--- src/gain_chan_pkg.sv ---
// constants shared by the gain and channel select control
package gain_chan_pkg;

   // -------------------------------------------------------------
   // transfer instruction decode
   // -------------------------------------------------------------
   localparam logic [2:0] IOT_OPCODE       = 3'h6;
   localparam logic [5:0] DEV_LINE_CLOCK   = 6'h0C;
   localparam logic [5:0] DEV_GAIN         = 6'h0D;
   localparam logic [5:0] DEV_CONSOLE_OUT  = 6'h0E;
   localparam logic [5:0] DEV_CONSOLE_IN   = 6'h0F;
   localparam int         PULSES           = 3;

   // -------------------------------------------------------------
   // amplifier gain register
   // -------------------------------------------------------------
   localparam int         GAIN_MODE_BIT    = 5;
   localparam int         GAIN_SEL_FIRST   = 6;
   localparam int         GAIN_SEL_LAST    = 11;
   localparam int         GAIN_WIDTH       = 7;
   localparam int         GAIN_SELECTS     = 6;
   localparam logic [6:0] GAIN_RESET       = 7'h00;
   localparam logic [3:0] HIGH_FB_OFFSET   = 4'h3;
   localparam logic [3:0] GAIN_EXP_MAX     = 4'h8;

   // -------------------------------------------------------------
   // channel matrix and console
   // -------------------------------------------------------------
   localparam int         MATRIX_SIZE      = 8;
   localparam int         CONSOLE_GROUPS   = 8;
   localparam int         CHANNELS         = CONSOLE_GROUPS * MATRIX_SIZE;
   localparam int         CONSOLE_FIRST    = 6;
   localparam int         CONSOLE_WIDTH    = 6;
   localparam logic [5:0] CONSOLE_RESET    = 6'h00;
   localparam int         BUTTONS          = 3;
   localparam int         BTN_CLEAR        = 0;
   localparam int         BTN_START        = 1;
   localparam int         BTN_STOP         = 2;
   localparam int         MIX_CLEAR_BIT    = 6;
   localparam int         MIX_START_BIT    = 7;
   localparam int         MIX_STOP_BIT     = 8;
   localparam int         MIX_SPARE_A_BIT  = 9;
   localparam int         MIX_SPARE_B_BIT  = 10;
   localparam int         MIX_PRESENT_BIT  = 11;

endpackage

--- src/device_select_if.sv ---
// decoded command levels from one device selector
`timescale 1ns/10ps
`default_nettype none
interface device_select_if;
   logic [2:0] cmd;
   modport sel  (output cmd);
   modport user (input  cmd);
endinterface
`default_nettype wire

--- src/io_device_select.sv ---
// device selector: instruction word and pulse strobes to command levels
`timescale 1ns/10ps
`default_nettype none
module io_device_select #(
   parameter logic [5:0] DEVICE_CODE = 6'h00
) (
   input  wire logic        core_clk,
   input  wire logic        arst_n,
   input  wire logic [0:11] mbWord,
   input  wire logic [2:0]  ioPulse,
   device_select_if.sel     cmdPort
);

   typedef struct packed {
      logic [2:0] cmd;
   } sel_state_s;

   sel_state_s stateQ;
   sel_state_s stateD;
   logic       codeHit;

   assign codeHit = (mbWord[0:2] == gain_chan_pkg::IOT_OPCODE)
                    && (mbWord[3:8] == DEVICE_CODE);

   always_comb
   begin
      stateD = stateQ;
      // command only with matching code and pulse
      for (int p = 0; p < gain_chan_pkg::PULSES; p++)
      begin
         stateD.cmd[p] = codeHit && mbWord[11 - p] && ioPulse[p];
      end
   end

   always_ff @(posedge core_clk or negedge arst_n)
   begin
      if (!arst_n)
         stateQ <= '0;
      else
         stateQ <= stateD;
   end

   assign cmdPort.cmd = stateQ.cmd;
endmodule // io_device_select
`default_nettype wire

--- src/line_clock_flag.sv ---
// line-synchronous clock flag, skip and interrupt
`timescale 1ns/10ps
`default_nettype none
module line_clock_flag (
   input  wire logic    core_clk,
   input  wire logic    arst_n,
   input  wire logic    lineTickPin,
   device_select_if.user cmdPort,
   output logic         clockSkip,
   output logic         clockIrq
);

   typedef struct packed {
      logic tickS1;
      logic tickS2;
      logic tickPrev;
      logic enable;
      logic flag;
      logic skip;
      logic irq;
   } clk_state_s;

   clk_state_s stateQ;
   clk_state_s stateD;
   logic       tickEdge;

   assign tickEdge = stateQ.tickS2 && !stateQ.tickPrev;

   always_comb
   begin
      stateD          = stateQ;
      stateD.tickS1   = lineTickPin;
      stateD.tickS2   = stateQ.tickS1;
      stateD.tickPrev = stateQ.tickS2;
      if (cmdPort.cmd[2])
         stateD.enable = 1'b1;
      // flag from line tick, set beats clear
      if (tickEdge && stateQ.enable)
         stateD.flag = 1'b1;
      else if (cmdPort.cmd[1])
         stateD.flag = 1'b0;
      stateD.skip = cmdPort.cmd[0] && stateQ.flag;
      stateD.irq  = stateD.flag && stateD.enable;
   end

   always_ff @(posedge core_clk or negedge arst_n)
   begin
      if (!arst_n)
         stateQ <= '0;
      else
         stateQ <= stateD;
   end

   assign clockSkip = stateQ.skip;
   assign clockIrq  = stateQ.irq;
endmodule // line_clock_flag
`default_nettype wire

--- src/gain_channel_ctrl.sv ---
// gain register, channel matrix and console control behind the I/O bus
`timescale 1ns/10ps
`default_nettype none

// Contract
// - gain-clear instruction zeroes all gain bits, giving low feedback mode.
// - gain-load sets each gain bit whose accumulator bit is one.
// - gain register loads from buffered accumulator bits 5 to 11.
// - accumulator bit 5 during gain-load selects high feedback mode.
// - relay drives follow feedback mode and the set gain-select bit.
// - gain steps in powers of two, unity up to 256.
// - eight by eight matrix decodes sixty-four channel select lines.
// - incoming row and column lines are buffered and inverted.
// - a channel selects, active low, when its row and column are high.
// - device select combines instruction word with pulse strobes.
// - line clock gives one interrupt and a skip to the processor.
// - selected channel pushbuttons reach the input mixer bus.
// - console lamps and relays change only on the selected channel.
// - console logic comes in groups of eight, up to 64.
// - output-clear zeroes, output-load sets selected console register bits.
// - input-read puts console inputs on mixer bits 6 to 11.
module gain_channel_ctrl (
   input  wire logic          core_clk,
   input  wire logic          arst_n,
   input  wire logic [0:11]   memoryBufferWord,
   input  wire logic [2:0]    ioPulseStrobe,
   input  wire logic [0:11]   bufferedAccumulatorBits,
   input  wire logic [7:0]    columnLine_n,
   input  wire logic [7:0]    rowLine_n,
   input  wire logic [191:0]  consoleButtons,
   input  wire logic          lineTickPin,
   output logic [0:11]        inputMixerBus,
   output logic               ioSkip,
   output logic               programInterrupt,
   output logic               lowFeedbackRelay,
   output logic               highFeedbackRelay,
   output logic [5:0]         gainRelay,
   output logic [3:0]         gainExponent,
   output logic [63:0]        channelSelect_n,
   output logic [383:0]       consoleLampsRelays
);

   // ----------------------------------------------------------------
   // state
   // ----------------------------------------------------------------
   typedef struct packed {
      logic [0:11]  mbS1;
      logic [0:11]  mbS2;
      logic [2:0]   iopS1;
      logic [2:0]   iopS2;
      logic [0:11]  bacS1;
      logic [0:11]  bacS2;
      logic [7:0]   colS1;
      logic [7:0]   colS2;
      logic [7:0]   rowS1;
      logic [7:0]   rowS2;
      logic [191:0] btnS1;
      logic [191:0] btnS2;
      logic [0:6]   gain;
      logic         lowFb;
      logic         highFb;
      logic [5:0]   relay;
      logic [3:0]   gainExp;
      logic [63:0]  selN;
      logic [383:0] console;
      logic [0:11]  mixer;
   } top_state_s;

   top_state_s stateQ;
   top_state_s stateD;

   device_select_if gainCmd ();
   device_select_if outCmd ();
   device_select_if inCmd ();
   device_select_if clkCmd ();

   // ----------------------------------------------------------------
   // device selectors
   // ----------------------------------------------------------------
   io_device_select #(.DEVICE_CODE(gain_chan_pkg::DEV_GAIN)) gainSelect (
      .core_clk (core_clk),
      .arst_n   (arst_n),
      .mbWord   (stateQ.mbS2),
      .ioPulse  (stateQ.iopS2),
      .cmdPort  (gainCmd)
   );

   io_device_select #(.DEVICE_CODE(gain_chan_pkg::DEV_CONSOLE_OUT)) outSelect (
      .core_clk (core_clk),
      .arst_n   (arst_n),
      .mbWord   (stateQ.mbS2),
      .ioPulse  (stateQ.iopS2),
      .cmdPort  (outCmd)
   );

   io_device_select #(.DEVICE_CODE(gain_chan_pkg::DEV_CONSOLE_IN)) inSelect (
      .core_clk (core_clk),
      .arst_n   (arst_n),
      .mbWord   (stateQ.mbS2),
      .ioPulse  (stateQ.iopS2),
      .cmdPort  (inCmd)
   );

   io_device_select #(.DEVICE_CODE(gain_chan_pkg::DEV_LINE_CLOCK)) clkSelect (
      .core_clk (core_clk),
      .arst_n   (arst_n),
      .mbWord   (stateQ.mbS2),
      .ioPulse  (stateQ.iopS2),
      .cmdPort  (clkCmd)
   );

   line_clock_flag lineClock (
      .core_clk    (core_clk),
      .arst_n      (arst_n),
      .lineTickPin (lineTickPin),
      .cmdPort     (clkCmd),
      .clockSkip   (ioSkip),
      .clockIrq    (programInterrupt)
   );

   // ----------------------------------------------------------------
   // gain step: position of the select bit, shifted up in high mode
   // ----------------------------------------------------------------
   function automatic logic [3:0] gain_exponent(input logic [0:6] g);
      logic [3:0] e;
      e = 4'h0;
      for (int i = 1; i <= gain_chan_pkg::GAIN_SELECTS; i++)
      begin
         if (g[i])
            e = 4'(i - 1);
      end
      if (g[0])
         e = e + gain_chan_pkg::HIGH_FB_OFFSET;
      return e;
   endfunction

   // ----------------------------------------------------------------
   // next state
   // ----------------------------------------------------------------
   always_comb
   begin
      stateD = stateQ;

      // pins pass two flops before use
      stateD.mbS1  = memoryBufferWord;
      stateD.mbS2  = stateQ.mbS1;
      stateD.iopS1 = ioPulseStrobe;
      stateD.iopS2 = stateQ.iopS1;
      stateD.bacS1 = bufferedAccumulatorBits;
      stateD.bacS2 = stateQ.bacS1;
      stateD.colS1 = columnLine_n;
      stateD.colS2 = stateQ.colS1;
      stateD.rowS1 = rowLine_n;
      stateD.rowS2 = stateQ.rowS1;
      stateD.btnS1 = consoleButtons;
      stateD.btnS2 = stateQ.btnS1;

      if (gainCmd.cmd[0])
         stateD.gain = gain_chan_pkg::GAIN_RESET;
      // load from accumulator bits 5 to 11
      if (gainCmd.cmd[1])
         stateD.gain = stateD.gain
                       | stateQ.bacS2[gain_chan_pkg::GAIN_MODE_BIT:gain_chan_pkg::GAIN_SEL_LAST];

      // relay drives from mode and select bits
      // several set selects simply close several relays
      stateD.highFb = stateQ.gain[0];
      stateD.lowFb  = !stateQ.gain[0];
      for (int i = 0; i < gain_chan_pkg::GAIN_SELECTS; i++)
      begin
         stateD.relay[i] = stateQ.gain[1 + i];
      end
      stateD.gainExp = gain_exponent(stateQ.gain);

      // column five with row one is channel 15 octal
      for (int ch = 0; ch < gain_chan_pkg::CHANNELS; ch++)
      begin
         stateD.selN[ch] = !(!stateQ.colS2[ch % gain_chan_pkg::MATRIX_SIZE]
                             && !stateQ.rowS2[ch / gain_chan_pkg::MATRIX_SIZE]);
      end

      // channel count set by group count
      // clear then set from accumulator bits 6 to 11
      for (int ch = 0; ch < gain_chan_pkg::CHANNELS; ch++)
      begin
         if (!stateQ.selN[ch])
         begin
            if (outCmd.cmd[0])
               stateD.console[ch * gain_chan_pkg::CONSOLE_WIDTH +: gain_chan_pkg::CONSOLE_WIDTH]
                  = gain_chan_pkg::CONSOLE_RESET;
            if (outCmd.cmd[1])
            begin
               for (int j = 0; j < gain_chan_pkg::CONSOLE_WIDTH; j++)
               begin
                  stateD.console[ch * gain_chan_pkg::CONSOLE_WIDTH + j]
                     = stateD.console[ch * gain_chan_pkg::CONSOLE_WIDTH + j]
                       | stateQ.bacS2[gain_chan_pkg::CONSOLE_FIRST + j];
               end
            end
         end
      end

      // read into bits 6 to 11, spare and present bits high
      stateD.mixer = '0;
      if (inCmd.cmd[1])
      begin
         for (int ch = 0; ch < gain_chan_pkg::CHANNELS; ch++)
         begin
            if (!stateQ.selN[ch])
            begin
               stateD.mixer[gain_chan_pkg::MIX_CLEAR_BIT] = stateD.mixer[gain_chan_pkg::MIX_CLEAR_BIT]
                  | stateQ.btnS2[ch * gain_chan_pkg::BUTTONS + gain_chan_pkg::BTN_CLEAR];
               stateD.mixer[gain_chan_pkg::MIX_START_BIT] = stateD.mixer[gain_chan_pkg::MIX_START_BIT]
                  | stateQ.btnS2[ch * gain_chan_pkg::BUTTONS + gain_chan_pkg::BTN_START];
               stateD.mixer[gain_chan_pkg::MIX_STOP_BIT] = stateD.mixer[gain_chan_pkg::MIX_STOP_BIT]
                  | stateQ.btnS2[ch * gain_chan_pkg::BUTTONS + gain_chan_pkg::BTN_STOP];
               // lets software see the strobe without pressing a button
               stateD.mixer[gain_chan_pkg::MIX_SPARE_A_BIT] = 1'b1;
               stateD.mixer[gain_chan_pkg::MIX_SPARE_B_BIT] = 1'b1;
               stateD.mixer[gain_chan_pkg::MIX_PRESENT_BIT] = 1'b1;
            end
         end
      end
   end

   // ----------------------------------------------------------------
   // registers; power clear puts lamps and gain relays off, low feedback relay on
   // ----------------------------------------------------------------
   always_ff @(posedge core_clk or negedge arst_n)
   begin
      if (!arst_n)
      begin
         stateQ        <= '0;
         stateQ.lowFb  <= 1'b1;
         stateQ.selN   <= '1;
         stateQ.colS1  <= '1;
         stateQ.colS2  <= '1;
         stateQ.rowS1  <= '1;
         stateQ.rowS2  <= '1;
      end
      else
         stateQ <= stateD;
   end

   assign inputMixerBus      = stateQ.mixer;
   assign lowFeedbackRelay   = stateQ.lowFb;
   assign highFeedbackRelay  = stateQ.highFb;
   assign gainRelay          = stateQ.relay;
   assign gainExponent       = stateQ.gainExp;
   assign channelSelect_n    = stateQ.selN;
   assign consoleLampsRelays = stateQ.console;
endmodule // gain_channel_ctrl
`default_nettype wire

--- config.mk ---
export PLATFORM = sky130hd
export DESIGN_NAME = gain_channel_ctrl
export DESIGN_NICKNAME = d
export VERILOG_FILES = /design/src/gain_chan_pkg.sv /design/src/device_select_if.sv /design/src/io_device_select.sv /design/src/line_clock_flag.sv /design/src/gain_channel_ctrl.sv
export SDC_FILE = /design/constraint.sdc
export NUM_CORES = 1
export LEC_CHECK = 0
export BUFFER_PORTS_ARGS = -buffer_cell sky130_fd_sc_hd__clkbuf_2
export CAP_MARGIN = 40
export CORE_AREA = 2 2 277 279
export DETAILED_ROUTE_END_ITERATION = 7
export DIE_AREA = 0 0 279 281
export PLACE_DENSITY = 0.68
export RECOVER_POWER = 50
export SYNTH_ARGS = -nofsm -noshare
export SYNTH_HDL_FRONTEND = slang
export SYNTH_SLANG_ARGS = --single-unit
--- constraint.sdc ---
create_clock -name core_clk -period 1.8 [get_ports core_clk]
set_input_delay 0.09 -clock core_clk [delete_from_list [all_inputs] [get_ports core_clk]]
set_output_delay 0.09 -clock core_clk [all_outputs]
set_load 0.02 [all_outputs]
Yosys cells after proc, flatten, opt, wreduce, memory -nomap -nowiden. Cells that the tools add are included.

Input bits: 238. Word-level logic and storage cells: 1177. Output and inout port bits: 474. Register bits after elaboration: 949.

$add $sub $neg: 1. Reductions and logical operators: 172. Equal/unequal tests: 5. Bitwise gates (word level): 574. Mux-type cells: 331.

Operators with widths (count): $mux W6 (320); $or A1 B1 Y1 (573); $logic_and A1 B1 Y1 (90); $logic_not A1 Y1 (82); $eq A6 B4 Y1 const B (4); $mux W7 (2); $mux W4 (3); $or A7 B7 Y7 (1); $add A4 B2 Y4 const B (1); $mux W1 (4); $mux W2 (2); $eq A3 B3 Y1 const B (1).

Longest topological paths before layout.
Depth in word-level cells: 191. Depth in mapped cells: 6. Gate-level depth less buffers: 6.

Cells and area by module. Synthesis repeated with hierarchy kept, for this count alone.

Cells, all modules: 2787. Area, all modules: 34010.1 um2.

Modules (own cells, without submodules): gain_channel_ctrl (cells each 2726, area each 33246.9 um2, sequential area each 23418.7 um2, times used 1); io_device_select (gainSelect ...) (cells each 11, area each 130.1 um2, sequential area each 75.1 um2, times used 2); line_clock_flag (cells each 14, area each 224.0 um2, sequential area each 175.2 um2, times used 1); io_device_select (inSelect) (cells each 14, area each 141.4 um2, sequential area each 75.1 um2, times used 1); io_device_select (clkSelect) (cells each 11, area each 137.6 um2, sequential area each 75.1 um2, times used 1).

Worst setup path after synthesis. OpenSTA, ideal clock, no wires.

Path kind: register to register. Start point: reg stateQ (netlist bit channelSelect_n[35]). End point: reg stateQ (netlist bit inputMixerBus[8]). Required time: 1.676 ns. Setup time: 0.124 ns. Arrival: 1.503 ns. Path buffers: 1. Stages on the path, launching flop included: 6. Clock period less this slack: 1.627 ns. Path slack: 0.173 ns. Cell sequence: dfstp_2 > buf_4 > and2b_1 > a2111oi_1 > nand4_1 > o31a_1.

RTL lines: start, declared (RTL line gain_channel_ctrl.sv:69) `top_state_s stateQ;`; start signal, assigned (RTL line gain_channel_ctrl.sv:242) `stateQ <= stateD;`.

==> flow_summary.toml <==
[sta]
hold_viol = 0
fin_setup_tns_ns = -0.288
setup_slack_ns = -0.140
finalSetupViolCount = 3
hold_slack_ns = 0.0704
period_share_pct = 108
tightest_slew_ns = 1.48
maxSlewViolCount = 0
rsz0062_at_grt = "yes"
timing.fmax_mhz = 515
slew_headroom_pct = 1.63
fin_skew_ns = 0.0242
period_minus_slack_ns = 1.94

[clock_network]
cts_buffer_depth = 3
numCtsBuffers = 97
cts_tree = "yes"
clkTransAtPathRegs_ns = 0.06
cts_sinks = 946
cts-root-buf = "clkbuf_16"
worst_skew_pair.late_latency_ns = 0.67
h-tree-depth = 3

[critical_path]
cp_num_buf_inv = 0
worstPathRequired_ns = 2.33
worstSetupPathType = "reg -> reg"
critical_path.top_delay_family = "flip-flops"
cp-start-kind = "register"
arrival_ns = 2.47
slowest_stage = "dfstp_4"
end_kind = "register"
cp-endpoint = "inputMixerBus[8]"
reg2reg_depth = 4
cp_num_cells = 4
reg2reg_slack_ns = -0.14
r2r-end = "inputMixerBus[8]"
critPathLaunch = "channelSelect_n[6]"
cp_max_fo = 6
r2r_start = "channelSelect_n[6]"
cpPeakStageDelay_ns = 0.75
path_cells = "o22ai_2 > nor4_2 > nand3_1 > o31a_1"

[synth]
yosysMostFrequentCell = "dfrtp_1"
netlist_area_sq_um = 33700
synthCells = 2765
yosysWarnings = 0
yosysSeqAreaShare_pct = 70.5
yosysUniqueCellTypes = 34
async_reset_ff_share_pct = 100
synth.area.top_cells = "dfrtp_1 63%, buf_4 11%, dfstp_2 7.6%"
ys_top_cells_by_count = "849 x dfrtp_1, 477 x buf_4, 417 x nand2_1"
synth_edf_count = 0
syn_avg_cell_area_sq_um = 12.2
yosys_most_used_dff = "dfrtp_1"
synth_top_area_cell = "dfrtp_1"
yosysTopAreaCellShare_pct = 63.0
synth_seq_cells = 946

[cells_and_area]
post-route-util_pct = 55.4
drive_gt1_share_pct = 33.2
seq_area_sq_um = 23800
areaGrowthSynthToFinish_pct = 23.9
design_area_sq_um = 41800
fill_cells = 6184
final_nets = 3636
fin_cells = 4459
multi_input_area_sq_um = 5810

[die]
io_pins = 712
rows = 101
die_h_um = 281
initial_utilization_pct = 44.7
dieArea_sq_um = 78400
coreArea_sq_um = 75400
die_w_um = 279

[grt]
grt_pass1_vias = 23200
grtUsageTotal_pct = 27.9
grt_pass1_wl_um = 158000
grt_start_max_net_pins = 65
globalRoute.totalOverflow = 0
grt_antenna_before_repair = 6

[flow_run]
cap_violations = 0

[hold_path]
min_path_cells = 2
min_path_type = "in -> reg"

[drt]
drcViolationCount = 0
vias = 22200
ant_nets = 0
drt_wl_total_um = 110000
firstDrtPassIters = 5
drt_iter0_drc = 1663
wl_per_cell_um = 24.6
vias_per_cell = 4.99

[run_status]
violations = "negative setup slack"
outcome = "finished with violations"

[place]
hpwl_um = 77600
place_area_sq_um = 36000
placed_cells = 4029
place_ws_ns = -0.373
gp_congestion = 0.931
port_buffers = 700

[power_and_ir_drop]
p_leak_nw = 20.5
total_power_mw = 45.6
powerDensity_nw_per_um2 = 1090
ir_worst_vdd_mv = 0.847
==> cell usage in the layout (no fill, tap or decap), drive strengths merged, types with 4 or more instances in the layout <==
master	synthesis	layout
dfstp	97	97
nand2	417	417
o22ai	61	61
inv	149	153
nand4	22	22
nor3	5	5
buf	488	120
conb	1	6
clkbuf	76	880
nand2b	67	67
dlygate4sd3	0	233
a221oi	18	18
o2111ai	6	6
clkinv	0	21
a2111oi	6	6
nor4	14	14
clkinvlp	0	4
nor2	6	6
o21ai	393	393
bufinv	0	8
diode	0	4
or2	65	65
dfrtp	849	849
nand3	5	5
==> report_power, final <==
group | switching (mW) | internal [mW] | leakage (nW) | total [mW]
clock network | 8.52 | 12.1 | 1.61 | 20.6
registers | 0.444 | 22.0 | 11.9 | 22.5
logic | 1.53 | 1.05 | 6.98 | 2.58
total | 10.5 | 35.1 | 20.5 | 45.6
==> sequential cells by signal, summed over array words and instances, names as in the netlist <==
name and flops:
channelSelect_n 64, lowFeedbackRelay 1, gainExponent 4, clkSelect.cmdPort.cmd 3, lineClock.stateQ 3, stateD 237, lineClock.stateD 2, lineClock.clockIrq 1
consoleLampsRelays 384, highFeedbackRelay 1, stateQ 230, outSelect.cmdPort.cmd 2, inputMixerBus 4, gainSelect.cmdPort.cmd 2, inSelect.cmdPort.cmd 1, gainRelay 6
lineClock.clockSkip 1
==> worst min-delay path by stage <==
stage,from,end
finish,memoryBufferWord[5],stateD[931]
global route,consoleButtons[186],stateD[665]
CTS,columnLine_n[6],stateD[885]
detailed placement,arst_n,stateD[668]
global placement,arst_n,stateD[668]
floorplan,arst_n,clkSelect.cmdPort.cmd[0]
==> routing by layer <==
layer / GRT usage [%] / wire length [um] / vias up
met4: 11.9 / 4550 / 2
met1: 35.4 / 43600 / 11300
met3: 6.82 / 7900 / 232
met2: 46.0 / 53600 / 995
met5: 0 / 13 / -
li1: - / - / 9733
==> layout make-up <==
class                      count  area share (%)
sequential                   946            56.9
clock inverter                37            1.12
clock buffer                 142            6.74
tap                          978            2.93
timing repair buffer        1092            17.0
multi-input combinational   1111            13.9
inverter                     149            1.34
antenna                        4          0.0239
==> repair_timing <==
item / in CTS / in global routing
setup endpoints to repair: 15 / 8
buffers inserted: 12 / 3
hold endpoints to repair: 999 / 0
pin swaps: 14 / 9
resized for setup: 44 / 23
hold buffers: 233 / 0
==> cells by family (layout without fill, tap and decap cells) <==
family	after synthesis	in the layout	share of synthesized area, %
AND/OR/NAND/NOR	612	612	8.20
AO/OA/AOI/OAI	489	489	7.89
buffers and inverters	713	1420	13.3
adder cells (fa/ha/maj)	1	1	0.0371
flip-flops	946	946	70.5
XOR/XNOR	2	2	0.0519
multiplexers	1	1	0.0297
other	1	10	0.0111
Note: power is estimated with default switching activity, not from simulation.
